$ cat config.mk
export PLATFORM = sky130hd
export DESIGN_NAME = cgs_top
export DESIGN_NICKNAME = d
export VERILOG_FILES = /design/src/inc/cgs_pkg.sv /design/src/cgs_top.sv /design/src/cgs_tick_div.sv
export SDC_FILE = /design/constraint.sdc
export NUM_CORES = 1
export LEC_CHECK = 0
export ABC_AREA = 1
export BUFFER_PORTS_ARGS = -buffer_cell sky130_fd_sc_hd__buf_2
export CORE_ASPECT_RATIO = 1.2
export CORE_UTILIZATION = 55
export CTS_BUF_LIST = sky130_fd_sc_hd__clkbuf_2 sky130_fd_sc_hd__clkbuf_4 sky130_fd_sc_hd__clkbuf_8
export CTS_CLUSTER_DIAMETER = 40
export DETAILED_ROUTE_END_ITERATION = 7
export GPL_ROUTABILITY_DRIVEN = 0
export HOLD_SLACK_MARGIN = 0.12
export PLACE_DENSITY = 0.72
export SLEW_MARGIN = 25
export SYNTH_ARGS = -nofsm -noshare
export SYNTH_HDL_FRONTEND = slang
export SYNTH_SLANG_ARGS = --single-unit
export TNS_END_PERCENT = 5
$ cat constraint.sdc
create_clock -name core_clk_i -period 2.1 [get_ports core_clk_i]
set_input_delay 0.105 -clock core_clk_i [delete_from_list [all_inputs] [get_ports core_clk_i]]
set_output_delay 0.105 -clock core_clk_i [all_outputs]
set_load 0.01 [all_outputs]
$ cat src/inc/cgs_pkg.sv
// Constants for the clock generator and selector block.
// Assumes a single 100 MHz core clock; all clocks are carried as tick pulses.
package cgs_pkg;
  // ************************************************************
  // Bus and register map
  // ************************************************************
  localparam int DATA_W = 8;
  localparam int ADDR_W = 3;
  localparam logic [2:0] PLL_CONFIG_OFS = 3'h0;
  localparam logic [2:0] CLOCK_SELECT_OFS = 3'h1;
  localparam logic [2:0] CLOCK_CONTROL_OFS = 3'h2;
  localparam logic [2:0] CLOCK_ENABLE_OFS = 3'h3;
  localparam logic [2:0] CARD_CLOCK_OFS = 3'h4;
  localparam logic [7:0] REG_RESET = 8'h00;
  // ************************************************************
  // Field positions
  // ************************************************************
  localparam int REF_DIV_LSB = 0;
  localparam int FB_DIV_LSB = 4;
  localparam int SYS_SRC_LSB = 0;
  localparam int FN_SRC_LSB = 2;
  localparam int SER_SRC_BIT = 5;
  localparam int FB_SRC_LSB = 6;
  localparam int DOUBLE_SPEED_BIT = 0;
  localparam int GEN_EN_BIT = 7;
  localparam int PLL_EN_BIT = 6;
  localparam int LOCK_BIT = 4;
  localparam int CARD_EN_BIT = 3;
  localparam int SER_EN_BIT = 1;
  localparam int FN_EN_BIT = 0;
  localparam int CARD_SRC_LSB = 0;
  localparam int CARD_DIV_LSB = 3;
  // ************************************************************
  // Tick sources
  // ************************************************************
  localparam int NSRC = 11;
  localparam logic [3:0] SRC_OSC = 4'h0;
  localparam logic [3:0] SRC_120 = 4'h1;
  localparam logic [3:0] SRC_60 = 4'h2;
  localparam logic [3:0] SRC_48 = 4'h3;
  localparam logic [3:0] SRC_40 = 4'h4;
  localparam logic [3:0] SRC_30 = 4'h5;
  localparam logic [3:0] SRC_24 = 4'h6;
  localparam logic [3:0] SRC_20 = 4'h7;
  localparam logic [3:0] SRC_16 = 4'h8;
  localparam logic [3:0] SRC_12 = 4'h9;
  localparam logic [3:0] SRC_OSC2 = 4'ha;
  // ************************************************************
  // Timing
  // ************************************************************
  localparam int CLK_PERIOD_NS = 10;
  localparam int LOCK_FILTER_NS = 10000;
  localparam int LOCK_FILTER_CYC =
    (LOCK_FILTER_NS + CLK_PERIOD_NS - 1) / CLK_PERIOD_NS;
endpackage

$ cat src/cgs_top.sv
// Clock generator and selector: PLL dividers, system, CPU, peripheral,
// flow/NAND, card and serial clocks as one-cycle tick pulses.
// Assumes PLL-derived ticks and the raw lock arrive synchronous to core_clk_i.
`timescale 1ns/100ps
module cgs_top
  import cgs_pkg::*;
#(
  parameter int LOCK_CYC = LOCK_FILTER_CYC
) (
  input wire logic core_clk_i,
  input wire logic rst_n_i,
  input wire logic ce_i,
  input wire logic [ADDR_W-1:0] addr_i,
  input wire logic [DATA_W-1:0] wr_data_i,
  input wire logic wr_en_i,
  input wire logic rd_en_i,
  input wire logic osc_tick_i,
  input wire logic [8:0] pll_tick_i,
  input wire logic pll_lock_raw_i,
  input wire logic idle_i,
  output logic [DATA_W-1:0] rd_data_o,
  output logic pll_enable_o,
  output logic pll_ref_tick_o,
  output logic pll_cmp_tick_o,
  output logic sys_tick_o,
  output logic cpu_tick_o,
  output logic per_tick_o,
  output logic flow_nand_tick_o,
  output logic card_tick_o,
  output logic serial_tick_o
);
  // ************************************************************
  // Functions
  // ************************************************************
  function automatic logic [3:0] sys_idx(input logic [1:0] c);
    unique case (c)
      2'h0: sys_idx = SRC_OSC;
      2'h1: sys_idx = SRC_24;
      2'h2: sys_idx = SRC_30;
      2'h3: sys_idx = SRC_40;
    endcase
  endfunction
  function automatic logic [3:0] fn_idx(input logic [2:0] c);
    unique case (c)
      3'h0: fn_idx = SRC_OSC;
      3'h1: fn_idx = SRC_60;
      3'h2: fn_idx = SRC_48;
      3'h3: fn_idx = SRC_40;
      3'h4: fn_idx = SRC_30;
      3'h5: fn_idx = SRC_24;
      3'h6: fn_idx = SRC_20;
      3'h7: fn_idx = SRC_16;
    endcase
  endfunction
  function automatic logic [3:0] card_idx(input logic [2:0] c);
    unique case (c)
      3'h0: card_idx = SRC_OSC;
      3'h1: card_idx = SRC_60;
      3'h2: card_idx = SRC_48;
      3'h3: card_idx = SRC_30;
      3'h4: card_idx = SRC_24;
      3'h5: card_idx = SRC_20;
      3'h6: card_idx = SRC_16;
      3'h7: card_idx = SRC_OSC2;
    endcase
  endfunction
  // ************************************************************
  // Registers
  // ************************************************************
  logic [7:0] pll_config_q, pll_config_d;
  logic [7:0] clock_select_q, clock_select_d;
  logic [7:0] clock_control_q, clock_control_d;
  logic [7:0] clock_enable_q, clock_enable_d;
  logic [7:0] card_clock_q, card_clock_d;
  logic [DATA_W-1:0] rd_data_d;
  logic [15:0] lock_cnt_q, lock_cnt_d;
  logic locked_q, locked_d;
  always_comb
  begin
    pll_config_d = pll_config_q;
    clock_select_d = clock_select_q;
    clock_control_d = clock_control_q;
    clock_enable_d = clock_enable_q;
    card_clock_d = card_clock_q;
    rd_data_d = '0;
    if (wr_en_i)
    begin
      unique case (addr_i)
        PLL_CONFIG_OFS: pll_config_d = wr_data_i;
        CLOCK_SELECT_OFS: clock_select_d = wr_data_i;
        CLOCK_CONTROL_OFS: clock_control_d = {7'h00, wr_data_i[0]};
        CLOCK_ENABLE_OFS: clock_enable_d = wr_data_i & 8'hcb;
        CARD_CLOCK_OFS: card_clock_d = wr_data_i;
        default: ;
      endcase
    end
    if (rd_en_i)
    begin
      unique case (addr_i)
        PLL_CONFIG_OFS: rd_data_d = pll_config_q;
        CLOCK_SELECT_OFS: rd_data_d = clock_select_q;
        CLOCK_CONTROL_OFS: rd_data_d = clock_control_q;
        CLOCK_ENABLE_OFS:
          rd_data_d = clock_enable_q | ({7'h00, locked_q} << LOCK_BIT);
        CARD_CLOCK_OFS: rd_data_d = card_clock_q;
        default: rd_data_d = '0;
      endcase
    end
    // Lock must hold unbroken for the whole filter time
    lock_cnt_d = '0;
    if (clock_enable_q[PLL_EN_BIT] && pll_lock_raw_i)
      lock_cnt_d = (lock_cnt_q >= 16'(LOCK_CYC)) ? lock_cnt_q
                                                 : 16'(lock_cnt_q + 1'b1);
    locked_d = clock_enable_q[PLL_EN_BIT] && lock_cnt_d >= 16'(LOCK_CYC);
  end
  always_ff @(posedge core_clk_i)
  begin
    if (!rst_n_i)
    begin
      pll_config_q <= REG_RESET;
      clock_select_q <= REG_RESET;
      clock_control_q <= REG_RESET;
      clock_enable_q <= REG_RESET;
      card_clock_q <= REG_RESET;
      rd_data_o <= '0;
      lock_cnt_q <= '0;
      locked_q <= 1'b0;
      pll_enable_o <= 1'b0;
    end
    else if (ce_i)
    begin
      pll_config_q <= pll_config_d;
      clock_select_q <= clock_select_d;
      clock_control_q <= clock_control_d;
      clock_enable_q <= clock_enable_d;
      card_clock_q <= card_clock_d;
      rd_data_o <= rd_data_d;
      lock_cnt_q <= lock_cnt_d;
      locked_q <= locked_d;
      pll_enable_o <= clock_enable_d[PLL_EN_BIT];
    end
  end

  // ************************************************************
  // Source ticks
  // ************************************************************
  logic gen_run;
  logic osc2_tick;
  logic [NSRC-1:0] src_v;
  logic fb_tick;
  // Without lock the PLL ticks may be off-frequency, so hold them back
  assign gen_run = clock_enable_q[GEN_EN_BIT] && locked_q;
  assign src_v = {osc2_tick, pll_tick_i & {9{gen_run}}, osc_tick_i};
  cgs_tick_div #(.W(2)) u_osc2 (
    .core_clk_i(core_clk_i),
    .rst_n_i(rst_n_i),
    .ce_i(ce_i),
    .tick_i(osc_tick_i),
    .ratio_i(2'h2),
    .tick_o(osc2_tick)
  );
  cgs_tick_div #(.W(5)) u_ref (
    .core_clk_i(core_clk_i),
    .rst_n_i(rst_n_i),
    .ce_i(ce_i),
    .tick_i(osc_tick_i),
    .ratio_i(5'(pll_config_q[REF_DIV_LSB +: 4]) + 5'h01),
    .tick_o(pll_ref_tick_o)
  );
  cgs_tick_div #(.W(5)) u_fb (
    .core_clk_i(core_clk_i),
    .rst_n_i(rst_n_i),
    .ce_i(ce_i),
    .tick_i(src_v[SRC_12]),
    .ratio_i(5'(pll_config_q[FB_DIV_LSB +: 4]) + 5'h01),
    .tick_o(fb_tick)
  );

  // ************************************************************
  // Selectors
  // ************************************************************
  logic [3:0] sys_cur_q, sys_cur_d, fn_cur_q, fn_cur_d;
  logic [3:0] card_cur_q, card_cur_d;
  logic ser_cur_q, ser_cur_d;
  logic cmp_d, sys_d, fn_d, ser_d;
  logic [1:0] fb_src;
  assign fb_src = clock_select_q[FB_SRC_LSB +: 2];
  // Switch only on the old source's tick, or while PLL ticks are held back (system clock: only when off the oscillator)
  always_comb
  begin
    sys_cur_d = sys_cur_q;
    fn_cur_d = fn_cur_q;
    card_cur_d = card_cur_q;
    ser_cur_d = ser_cur_q;
    if (src_v[sys_cur_q] || (!gen_run && sys_cur_q != SRC_OSC))
      sys_cur_d = sys_idx(clock_select_q[SYS_SRC_LSB +: 2]);
    if (src_v[fn_cur_q] || !gen_run)
      fn_cur_d = fn_idx(clock_select_q[FN_SRC_LSB +: 3]);
    if (src_v[card_cur_q] || !gen_run)
      card_cur_d = card_idx(card_clock_q[CARD_SRC_LSB +: 3]);
    if ((ser_cur_q ? src_v[SRC_120] : osc_tick_i) || !gen_run)
      ser_cur_d = clock_select_q[SER_SRC_BIT];
    unique case (fb_src)
      2'h0: cmp_d = src_v[SRC_12];
      2'h1: cmp_d = src_v[SRC_16];
      2'h2: cmp_d = src_v[SRC_20];
      2'h3: cmp_d = fb_tick;
    endcase
    sys_d = src_v[sys_cur_q];
    // One tick feeds both controllers
    fn_d = src_v[fn_cur_q] && clock_enable_q[FN_EN_BIT];
    ser_d = (ser_cur_q ? src_v[SRC_120] : osc_tick_i)
            && clock_enable_q[SER_EN_BIT];
  end

  always_ff @(posedge core_clk_i)
  begin
    if (!rst_n_i)
    begin
      sys_cur_q <= SRC_OSC;
      fn_cur_q <= SRC_OSC;
      card_cur_q <= SRC_OSC;
      ser_cur_q <= 1'b0;
      pll_cmp_tick_o <= 1'b0;
      sys_tick_o <= 1'b0;
      flow_nand_tick_o <= 1'b0;
      serial_tick_o <= 1'b0;
    end
    else if (ce_i)
    begin
      sys_cur_q <= sys_cur_d;
      fn_cur_q <= fn_cur_d;
      card_cur_q <= card_cur_d;
      ser_cur_q <= ser_cur_d;
      pll_cmp_tick_o <= cmp_d;
      sys_tick_o <= sys_d;
      flow_nand_tick_o <= fn_d;
      serial_tick_o <= ser_d;
    end
  end

  // ************************************************************
  // CPU, peripheral and card clocks
  // ************************************************************
  logic per_tick;
  logic card_in;
  logic per_d, cpu_d;
  // Peripheral timers run at half the system tick rate, or at the full rate in double speed
  cgs_tick_div #(.W(2)) u_x2 (
    .core_clk_i(core_clk_i),
    .rst_n_i(rst_n_i),
    .ce_i(ce_i),
    .tick_i(sys_tick_o),
    .ratio_i(clock_control_q[DOUBLE_SPEED_BIT] ? 2'h1 : 2'h2),
    .tick_o(per_tick)
  );
  // Card enable gates the source so a late enable starts cleanly
  assign card_in = src_v[card_cur_q] && clock_enable_q[CARD_EN_BIT];
  cgs_tick_div #(.W(5)) u_card (
    .core_clk_i(core_clk_i),
    .rst_n_i(rst_n_i),
    .ce_i(ce_i),
    .tick_i(card_in),
    .ratio_i(card_clock_q[CARD_DIV_LSB +: 5]),
    .tick_o(card_tick_o)
  );

  always_comb
  begin
    per_d = per_tick;
    cpu_d = per_tick && !idle_i;
  end

  always_ff @(posedge core_clk_i)
  begin
    if (!rst_n_i)
    begin
      per_tick_o <= 1'b0;
      cpu_tick_o <= 1'b0;
    end
    else if (ce_i)
    begin
      per_tick_o <= per_d;
      cpu_tick_o <= cpu_d;
    end
  end

  // ************************************************************
  // Checks
  // ************************************************************
  a_lock_needs_en: assert property (@(posedge core_clk_i) disable iff
    (!rst_n_i) ce_i && !clock_enable_q[PLL_EN_BIT] |=> !locked_q)
    else $error("lock flag set with PLL disabled");
  a_flow_gate_off: assert property (@(posedge core_clk_i) disable iff
    (!rst_n_i) ce_i && !clock_enable_q[FN_EN_BIT] |=> !flow_nand_tick_o)
    else $error("flow/NAND tick while disabled");
  a_serial_gate_off: assert property (@(posedge core_clk_i) disable iff
    (!rst_n_i) ce_i && !clock_enable_q[SER_EN_BIT] |=> !serial_tick_o)
    else $error("serial tick while disabled");
  a_card_div_zero: assert property (@(posedge core_clk_i) disable iff
    (!rst_n_i) ce_i && card_clock_q[CARD_DIV_LSB +: 5] == 5'h00
    |=> !card_tick_o)
    else $error("card tick with zero divider");
  a_cpu_idle_stop: assert property (@(posedge core_clk_i) disable iff
    (!rst_n_i) ce_i && idle_i && per_tick |=> !cpu_tick_o && per_tick_o)
    else $error("CPU tick in idle or peripheral tick lost");
  a_gen_off_serial: assert property (@(posedge core_clk_i) disable iff
    (!rst_n_i) ce_i && !gen_run && ser_cur_q |=> !serial_tick_o)
    else $error("PLL-derived serial tick with generator off");
  a_std_half_rate: assert property (@(posedge core_clk_i) disable iff
    (!rst_n_i) ce_i && !clock_control_q[DOUBLE_SPEED_BIT] && sys_tick_o
    ##1 ce_i && sys_tick_o && $stable(clock_control_q)
    |-> !(per_tick && $past(per_tick)))
    else $error("standard mode passed two system ticks in a row");
  a_sys_osc_path: assert property (@(posedge core_clk_i) disable iff
    (!rst_n_i) ce_i && sys_cur_q == SRC_OSC
    |=> sys_tick_o == $past(osc_tick_i))
    else $error("system tick does not follow oscillator");
endmodule // cgs_top

$ cat src/cgs_tick_div.sv
// Tick divider: passes one of every ratio input ticks, ratio zero stops it.
// Assumes ticks and ratio are synchronous to core_clk_i.
`timescale 1ns/100ps
module cgs_tick_div #(
  parameter int W = 5
) (
  input wire logic core_clk_i,
  input wire logic rst_n_i,
  input wire logic ce_i,
  input wire logic tick_i,
  input wire logic [W-1:0] ratio_i,
  output logic tick_o
);
  logic [W-1:0] cnt_q;
  logic [W-1:0] cnt_d;
  logic tick_d;

  // Compare with >= so a smaller ratio never strands the count
  always_comb
  begin
    cnt_d = cnt_q;
    tick_d = 1'b0;
    if (tick_i && ratio_i != '0)
    begin
      if (cnt_q >= W'(ratio_i - 1'b1))
      begin
        cnt_d = '0;
        tick_d = 1'b1;
      end
      else
      begin
        cnt_d = W'(cnt_q + 1'b1);
      end
    end
  end

  always_ff @(posedge core_clk_i)
  begin
    if (!rst_n_i)
    begin
      cnt_q <= '0;
      tick_o <= 1'b0;
    end
    else if (ce_i)
    begin
      cnt_q <= cnt_d;
      tick_o <= tick_d;
    end
  end
endmodule // cgs_tick_div

==> results of run 1 <==
-- worst reg2reg max path, cell delays in order (launching register included) --
cell,delay (ps)
dfxtp_2,370
ha_4,150
nand2_1,70
inv_2,80
nor2_2,40
nor3_2,130
xor2_1,190
ha_1,250
o21a_1,110
o21a_1,170
o21ai_2,140
nand2_2,100
a21oi_1,130
-- flip-flops by register name (all words and copies together), names as in the netlist, 2 cells and up --
| name | flops |
|---|---|
| card_cur_q | 4 |
| sys_cur_q | 3 |
| rd_data_o | 8 |
| fn_cur_q | 4 |
| lock_cnt_q | 16 |
| u_x2.cnt_q | 2 |
| u_card.cnt_q | 5 |
| u_ref.cnt_q | 5 |
| card_clock_q | 8 |
| clock_enable_q | 5 |
| u_fb.cnt_q | 5 |
| clock_select_q | 8 |
| u_osc2.cnt_q | 2 |
| pll_config_q | 8 |
-- cells in the mapped netlist, types with 3 or more instances --
cell	count
a211oi_1	3
a21oi_1	76
a31oi_1	3
buf_4	3
clkbuf_1	15
dfxtp_1	97
ha_1	31
inv_1	101
inv_2	4
mux2i_1	3
nand2_1	139
nand2_2	4
nand3_1	39
nand3_2	3
nand4_1	8
nor2_1	69
nor3_1	7
o211ai_1	8
o21a_1	5
o21ai_0	67
o21ai_1	13
o22ai_1	11
xnor2_1	5
xor2_1	15
-- kinds of logic (layout without fill, tap and decap cells) --
family / count (synthesis) / in the layout / share of synthesized area, %
AO/OA/AOI/OAI: 201 / 201 / 21.1
multiplexers: 3 / 3 / 0.566
flip-flops: 97 / 97 / 36.6
adder cells (fa/ha/maj): 31 / 31 / 7.30
AND/OR/NAND/NOR: 273 / 273 / 21.6
buffers and inverters: 128 / 191 / 9.57
XOR/XNOR: 20 / 20 / 3.30
-- per-stage QoR --
stage                     setup WS (ps)  power, W  setup TNS, ps  instances  cell area (um2)
after floorplan                     142   0.00227              0        753             5310
after global placement             86.6   0.00239              0        906             5660
after detailed placement          -60.9   0.00241           -131        906             5660
after CTS                          6.85   0.00390              0        936             6060
after global routing              -70.5   0.00406           -314        936             6120
final                               104   0.00390              0        936             6120
-- report_power, final --
group          switching [W]  total [W]  internal [W]  leakage, nW
registers          0.0000470    0.00194       0.00189        0.788
logic               0.000292   0.000465      0.000173         1.75
clock network       0.000663    0.00150      0.000835        0.123
total                0.00100    0.00390       0.00290         2.66
-- path summary, 6_finish.rpt --
path,start,to,slack (ps)
setup / recovery,pll_config_q[4],u_fb.cnt_q[0],100
hold / removal,osc_tick_i,u_osc2.cnt_q[1],170
setup reg to reg,pll_config_q[4],u_fb.cnt_q[0],100
hold reg to reg,u_x2.cnt_q[1],u_x2.cnt_q[1],470
-- timing repair --
| action | in CTS | in global routing |
|---|---|---|
| setup endpoints to repair | 5 | 16 |
| resized for setup | 3 | 19 |
| endpoints found under the hold margin | 41 | 0 |
| hold buffers | 14 | 0 |
| pin swaps | 0 | 0 |
| cloned | 0 | 0 |
-- layout make-up --
| class | count | area, um2 | area share, % |
|---|---|---|---|
| clock buffers | 11 | 145 | 2.37 |
| clock inverters | 5 | 103 | 1.68 |
| inverters | 105 | 394 | 6.44 |
| multi-input cells | 528 | 2930 | 47.8 |
| flip-flops and latches | 97 | 1950 | 31.8 |
| well taps | 120 | 150 | 2.45 |
| repair buffers | 70 | 453 | 7.40 |
-- per-layer routing --
metal	share of wire, %	vias to the layer above
met2	47	163
met4	2.8	0
li1	-	2613
met3	5.0	33
met1	46	2345
met5	0	-
-- cell usage in the layout, fill, tap and decap left out, types with 2 or more instances in the layout --
cell / netlist / layout
a211oi_1: 3 / 3
o21ai_0: 67 / 67
o211ai_1: 8 / 8
nor2_1: 69 / 66
buf_2: 1 / 44
buf_4: 3 / 12
ha_1: 31 / 30
dlygate4sd3_1: 0 / 13
dfxtp_2: 0 / 2
o21a_1: 5 / 5
o221ai_1: 2 / 2
nor3_2: 0 / 2
o21ai_1: 13 / 11
inv_1: 101 / 100
bufinv_16: 0 / 3
o311ai_1: 2 / 2
nor3_1: 7 / 4
a21oi_1: 76 / 75
o22ai_1: 11 / 11
xnor2_1: 5 / 5
nand3_1: 39 / 38
o21ai_2: 0 / 2
clkbuf_8: 0 / 10
a21boi_1: 2 / 2
nor2_2: 2 / 5
o211ai_2: 2 / 2
nand2_2: 4 / 7
inv_2: 4 / 5
nand4_1: 8 / 8
a31oi_1: 3 / 3
mux2i_1: 3 / 3
a21oi_2: 1 / 2
xor2_1: 15 / 15
nand3_2: 3 / 4
nand2_1: 139 / 136
dfxtp_1: 97 / 94
==> results.sh, run 1 <==
export IMPL_tightest_slew_ps=540
export IMPL_drc_errors=0
export IMPL_finalSetupViolCount=0
export IMPL_report_final_slew_viol_count=0
export IMPL_rows=38
export IMPL_power_density_nw_per_um2=637
export IMPL_htree_levels=3
export IMPL_worstPathCellList="ha_4 -> nand2_1 -> inv_2 -> nor2_2 -> nor3_2 -> xor2_1 -> ha_1 -> o21a_1 -> o21a_1 -> o21ai_2 -> nand2_2 -> a21oi_1"
export IMPL_synthArstFlopShare_pct=0
export IMPL_busiest_layer="met2"
export IMPL_syn_inst=753
export IMPL_die_x_um=91.7
export IMPL_final_core_util_pct=66.4
export IMPL_finalHoldViolations=0
export IMPL_fill_cells=817
export IMPL_holdPathStages=3
export IMPL_fmax_ghz=0.501
export IMPL_finalCriticalPeriod_ps=2000
export IMPL_cts_buffers=9
export IMPL_dp_hpwl_um=9740
export IMPL_synth_area_top_cells="dfxtp_1 (37%), nand2_1 (9.8%), ha_1 (7.3%)"
export IMPL_yosysTopAreaCellShare_pct=36.6
export IMPL_clk_pin_slew_worst_paths_ps=100
export IMPL_wl_per_cell_um=14.1
export IMPL_synth_largest_area_cell="dfxtp_1"
export IMPL_cp_max_fo=5
export IMPL_postRouteWirelength_um=13200
export IMPL_synth_flop_cell="dfxtp_1"
export IMPL_initial_core_util_pct=57.6
export IMPL_area_delta_synth_final_pct=15.3
export IMPL_cts_buffer_depth=2
export IMPL_synth_avg_cell_area_um2=7.05
export IMPL_ir_worst_vdd_uv=494
export IMPL_required_ps=2410
export IMPL_syn_area_um2=5310
export IMPL_crit_family="compound AO/OA/AOI/OAI gates"
export IMPL_numPortBuffers=44
export IMPL_rsz0062_at_grt="true"
export IMPL_coreArea_um2=9220
export IMPL_num_io_pins=45
export IMPL_p_leak_nw=2.66
export IMPL_n_antenna_cell=0
export IMPL_period_share_pct=95.1
export IMPL_start_kind="flip-flop"
export IMPL_nets=870
export IMPL_fp_dieH_um=110
export IMPL_grt_pass1_wl_um=21700
export IMPL_globalRouteOverflowTotal=0
export IMPL_met3_usage_pct=3.87
export IMPL_use_met2_pct=46.0
export IMPL_gr_usage_met1_pct=35.1
export IMPL_hold_slack_ps=173
export IMPL_ys_types=40
export IMPL_synth_fp_nets=812
export IMPL_rr_worst_depth=12
export IMPL_clock_latency_ps=380
export IMPL_drv_cap=0
export IMPL_route_antenna_remaining_nets=0
export IMPL_critPathSlowestCell="dfxtp_2"
export IMPL_track_usage_pct=27.3
export IMPL_status="finished clean"
export IMPL_synth_seq_area_share_pct=36.6
export IMPL_path_depth=12
export IMPL_synth_edf_count=0
export IMPL_min_path_type="input pin to flip-flop"
export IMPL_grt_max_degree=47
export IMPL_slowest_delay_ps=370
export IMPL_drive_gt1_share_pct=13.2
export IMPL_finalClockSkew_ps=12.1
export IMPL_path_class="flip-flop to flip-flop"
export IMPL_die_area_um2=10100
export IMPL_crit_top_cell="o21a_1"
export IMPL_avgViaCountPerCell=5.51
export IMPL_cts_root_buf="clkbuf_8"
export IMPL_crit_arrival_ps=2300
export IMPL_drt_iter0_drc=247
export IMPL_cts_tree="done"
export IMPL_relSlewSlack_pct=64.0
export IMPL_antenna_found_initial=0
export IMPL_yosys_warnings=0
export IMPL_cts_sinks=97
export IMPL_post_cts_buffers=0
export IMPL_synth_seq_cells=97
export IMPL_vias=5154
export IMPL_grt_pass1_vias=4709
export IMPL_critPathBufInv=1
export IMPL_firstDrtPassIters=5
export IMPL_end_kind="flip-flop"
Note: power is estimated with default switching activity, not from simulation.
==> run 2: changes to the inputs <==
- CORE_UTILIZATION: 55 -> 62
- CTS_CLUSTER_SIZE: not set -> 14
- PLACE_DENSITY: 0.72 -> 0.8
==> run 2 against run 1 <==
Net effect: power is 6.2% lower; sequential power about the same; clock power is 16% lower; the run now ends with negative setup slack left; largest power group unchanged.
==> results.sh, run 2 (synthesized netlist as in run 1, its figures left out) <==
export IMPL_n_antenna_cell=0
export IMPL_path_depth=11
export IMPL_start_kind="flip-flop"
export IMPL_largest_register_ffs=16
export IMPL_globalRouteOverflowTotal=0
export IMPL_dp_hpwl_um=9680
export IMPL_timing_rr_end="u_fb.cnt_q[0]"
export IMPL_rows=36
export IMPL_sw_frac_of_total_pct=28.1
export IMPL_min_path_type="input pin to flip-flop"
export IMPL_cp_max_fo=5
export IMPL_final_cell_mix="nand2_1 (137), inv_1 (100), dfxtp_1 (93)"
export IMPL_ir_worst_vdd_uv=429
export IMPL_initial_core_util_pct=64.8
export IMPL_cts_root_buf="clkbuf_8"
export IMPL_fill_cells=688
export IMPL_switchingPower_w=0.00103
export IMPL_antenna_found_initial=0
export IMPL_grt_pass1_wl_um=21700
export IMPL_coreArea_um2=8200
export IMPL_cts_buffers=9
export IMPL_crit_end="u_fb.cnt_q[0]"
export IMPL_dp_slack_ps=-126
export IMPL_required_ps=2410
export IMPL_rr_worst_depth=11
export IMPL_wl_per_cell_um=14.2
export IMPL_tightest_slew_ps=557
export IMPL_crit_arrival_ps=2430
export IMPL_route_antenna_remaining_nets=0
export IMPL_pwr_share_clk_pct=34.4
export IMPL_crit_family="compound AO/OA/AOI/OAI gates"
export IMPL_grt_pass1_vias=4809
export IMPL_period_share_pct=101
export IMPL_final_common_cell="nand2_1"
export IMPL_report_final_slew_viol_count=0
export IMPL_crit_start="pll_config_q[5]"
export IMPL_worstReg2RegStart="pll_config_q[5]"
export IMPL_vias=5196
export IMPL_die_x_um=86.5
export IMPL_drive_gt1_share_pct=13.7
export IMPL_power_frac_seq_pct=52.9
export IMPL_fp_dieH_um=103
export IMPL_drc_errors=0
export IMPL_failed_checks="negative setup slack"
export IMPL_rsz0062_at_grt="true"
export IMPL_drt_iter0_drc=346
export IMPL_r2r_slack_ps=-20
export IMPL_firstDrtPassIters=6
export IMPL_clk_pin_slew_worst_paths_ps=90
export IMPL_critPathSlowestCell="dfxtp_4"
export IMPL_cts_buffer_depth=2
export IMPL_p_leak_nw=2.65
export IMPL_worstPathCellList="ha_4 -> nor2_1 -> nor2_2 -> nor3_2 -> xor2_1 -> ha_1 -> o21a_1 -> o21a_1 -> o21ai_2 -> nand2_2 -> a21oi_2"
export IMPL_avgViaCountPerCell=5.58
export IMPL_cts_tree="done"
export IMPL_finalSetupViolCount=3
export IMPL_grt_max_degree=57
export IMPL_slowest_delay_ps=370
export IMPL_clock_latency_ps=380
export IMPL_nets=872
export IMPL_numPortBuffers=44
export IMPL_track_usage_pct=31.1
export IMPL_finalHoldViolations=0
export IMPL_p_int_w=0.00263
export IMPL_setup_ws_ps=-19.0
export IMPL_htree_levels=3
export IMPL_fmax_ghz=0.472
export IMPL_postRouteWirelength_um=13300
export IMPL_num_io_pins=45
export IMPL_cts_sinks=97
export IMPL_regMostFlops="lock_cnt_q"
export IMPL_finalCriticalPeriod_ps=2120
export IMPL_critPathBufInv=0
export IMPL_drv_cap=0
export IMPL_status="finished with violations"
export IMPL_p_comb_share_pct=12.8
export IMPL_power_w=0.00366
export IMPL_power_density_nw_per_um2=600
export IMPL_die_area_um2=8940
export IMPL_path_class="flip-flop to flip-flop"
export IMPL_end_kind="flip-flop"
export IMPL_relSlewSlack_pct=62.9
export IMPL_finalClockSkew_ps=11.9
export IMPL_area_delta_synth_final_pct=14.8
export IMPL_crit_top_cell="o21a_1"
## run 2: routing by layer
| layer | up-vias | global-route usage [%] | routed length (um) |
|---|---|---|---|
| met5 | - | 0 | 0 |
| met4 | 0 | 12.9 | 370 |
| met3 | 40 | 4.37 | 709 |
| met2 | 192 | 55.4 | 6530 |
| met1 | 2344 | 37.7 | 5670 |
| li1 | 2620 | - | - |
## run 2: worst min-delay path by stage
stage,from,endpoint,slack [ps],cells past startpoint
2_1_floorplan,wr_data_i[7],clock_enable_q[7],240,2
3_3_place_gp,rst_n_i,cpu_tick_o,360,3
3_5_place_dp,rst_n_i,cpu_tick_o,370,3
4_1_cts,osc_tick_i,u_osc2.cnt_q[0],140,3
5_1_grt,ce_i,lock_cnt_q[5],170,3
6_report,osc_tick_i,u_osc2.cnt_q[0],150,3
## run 2: cell type report
type / count / area, um2 / area share, %
Inverter: 105 / 394 / 6.46
Clock inverter: 6 / 68.8 / 1.13
Sequential cell: 97 / 1950 / 32.0
Tap cell: 114 / 143 / 2.34
Multi-Input combinational cell: 528 / 2940 / 48.3
Clock buffer: 10 / 131 / 2.15
Timing Repair Buffer: 72 / 468 / 7.67
## run 2: tightest hold or removal path: cells and delay by family
family / cells / cell delay, ps
simple gates: 1 / 140
buf+inv: 1 / 140
compound gates: 1 / 90
## run 2: power by group through the flow
stage / Sequential, W / Clock [W] / Combinational (W)
global route: 0.00194 / 0.00133 / 0.000524
CTS: 0.00193 / 0.00126 / 0.000449
global placement: 0.00197 / 0 / 0.000411
finish: 0.00193 / 0.00126 / 0.000467
detailed placement: 0.00198 / 0 / 0.000426
floorplan: 0.00197 / 0 / 0.000300
## run 2: timing repair
action	in CTS	in global routing
hold buffers	14	0
buffers inserted	0	1
gates cloned	0	0
resized for setup	8	17
hold endpoints to repair	32	0
endpoints found under the setup margin	6	14
pin swaps	0	3
## run 2: per-stage QoR
step	hold WS, ps	cells	instance area, um2	utilization, %	setup TNS [ps]
2_1_floorplan	240	753	5310	-	0
3_3_place_gp	363	901	5660	69.0	0
3_5_place_dp	373	901	5660	69.0	-397
4_1_cts	141	931	6030	73.6	0
5_1_grt	174	932	6100	74.4	-317
6_report	147	932	6100	74.4	-33.5
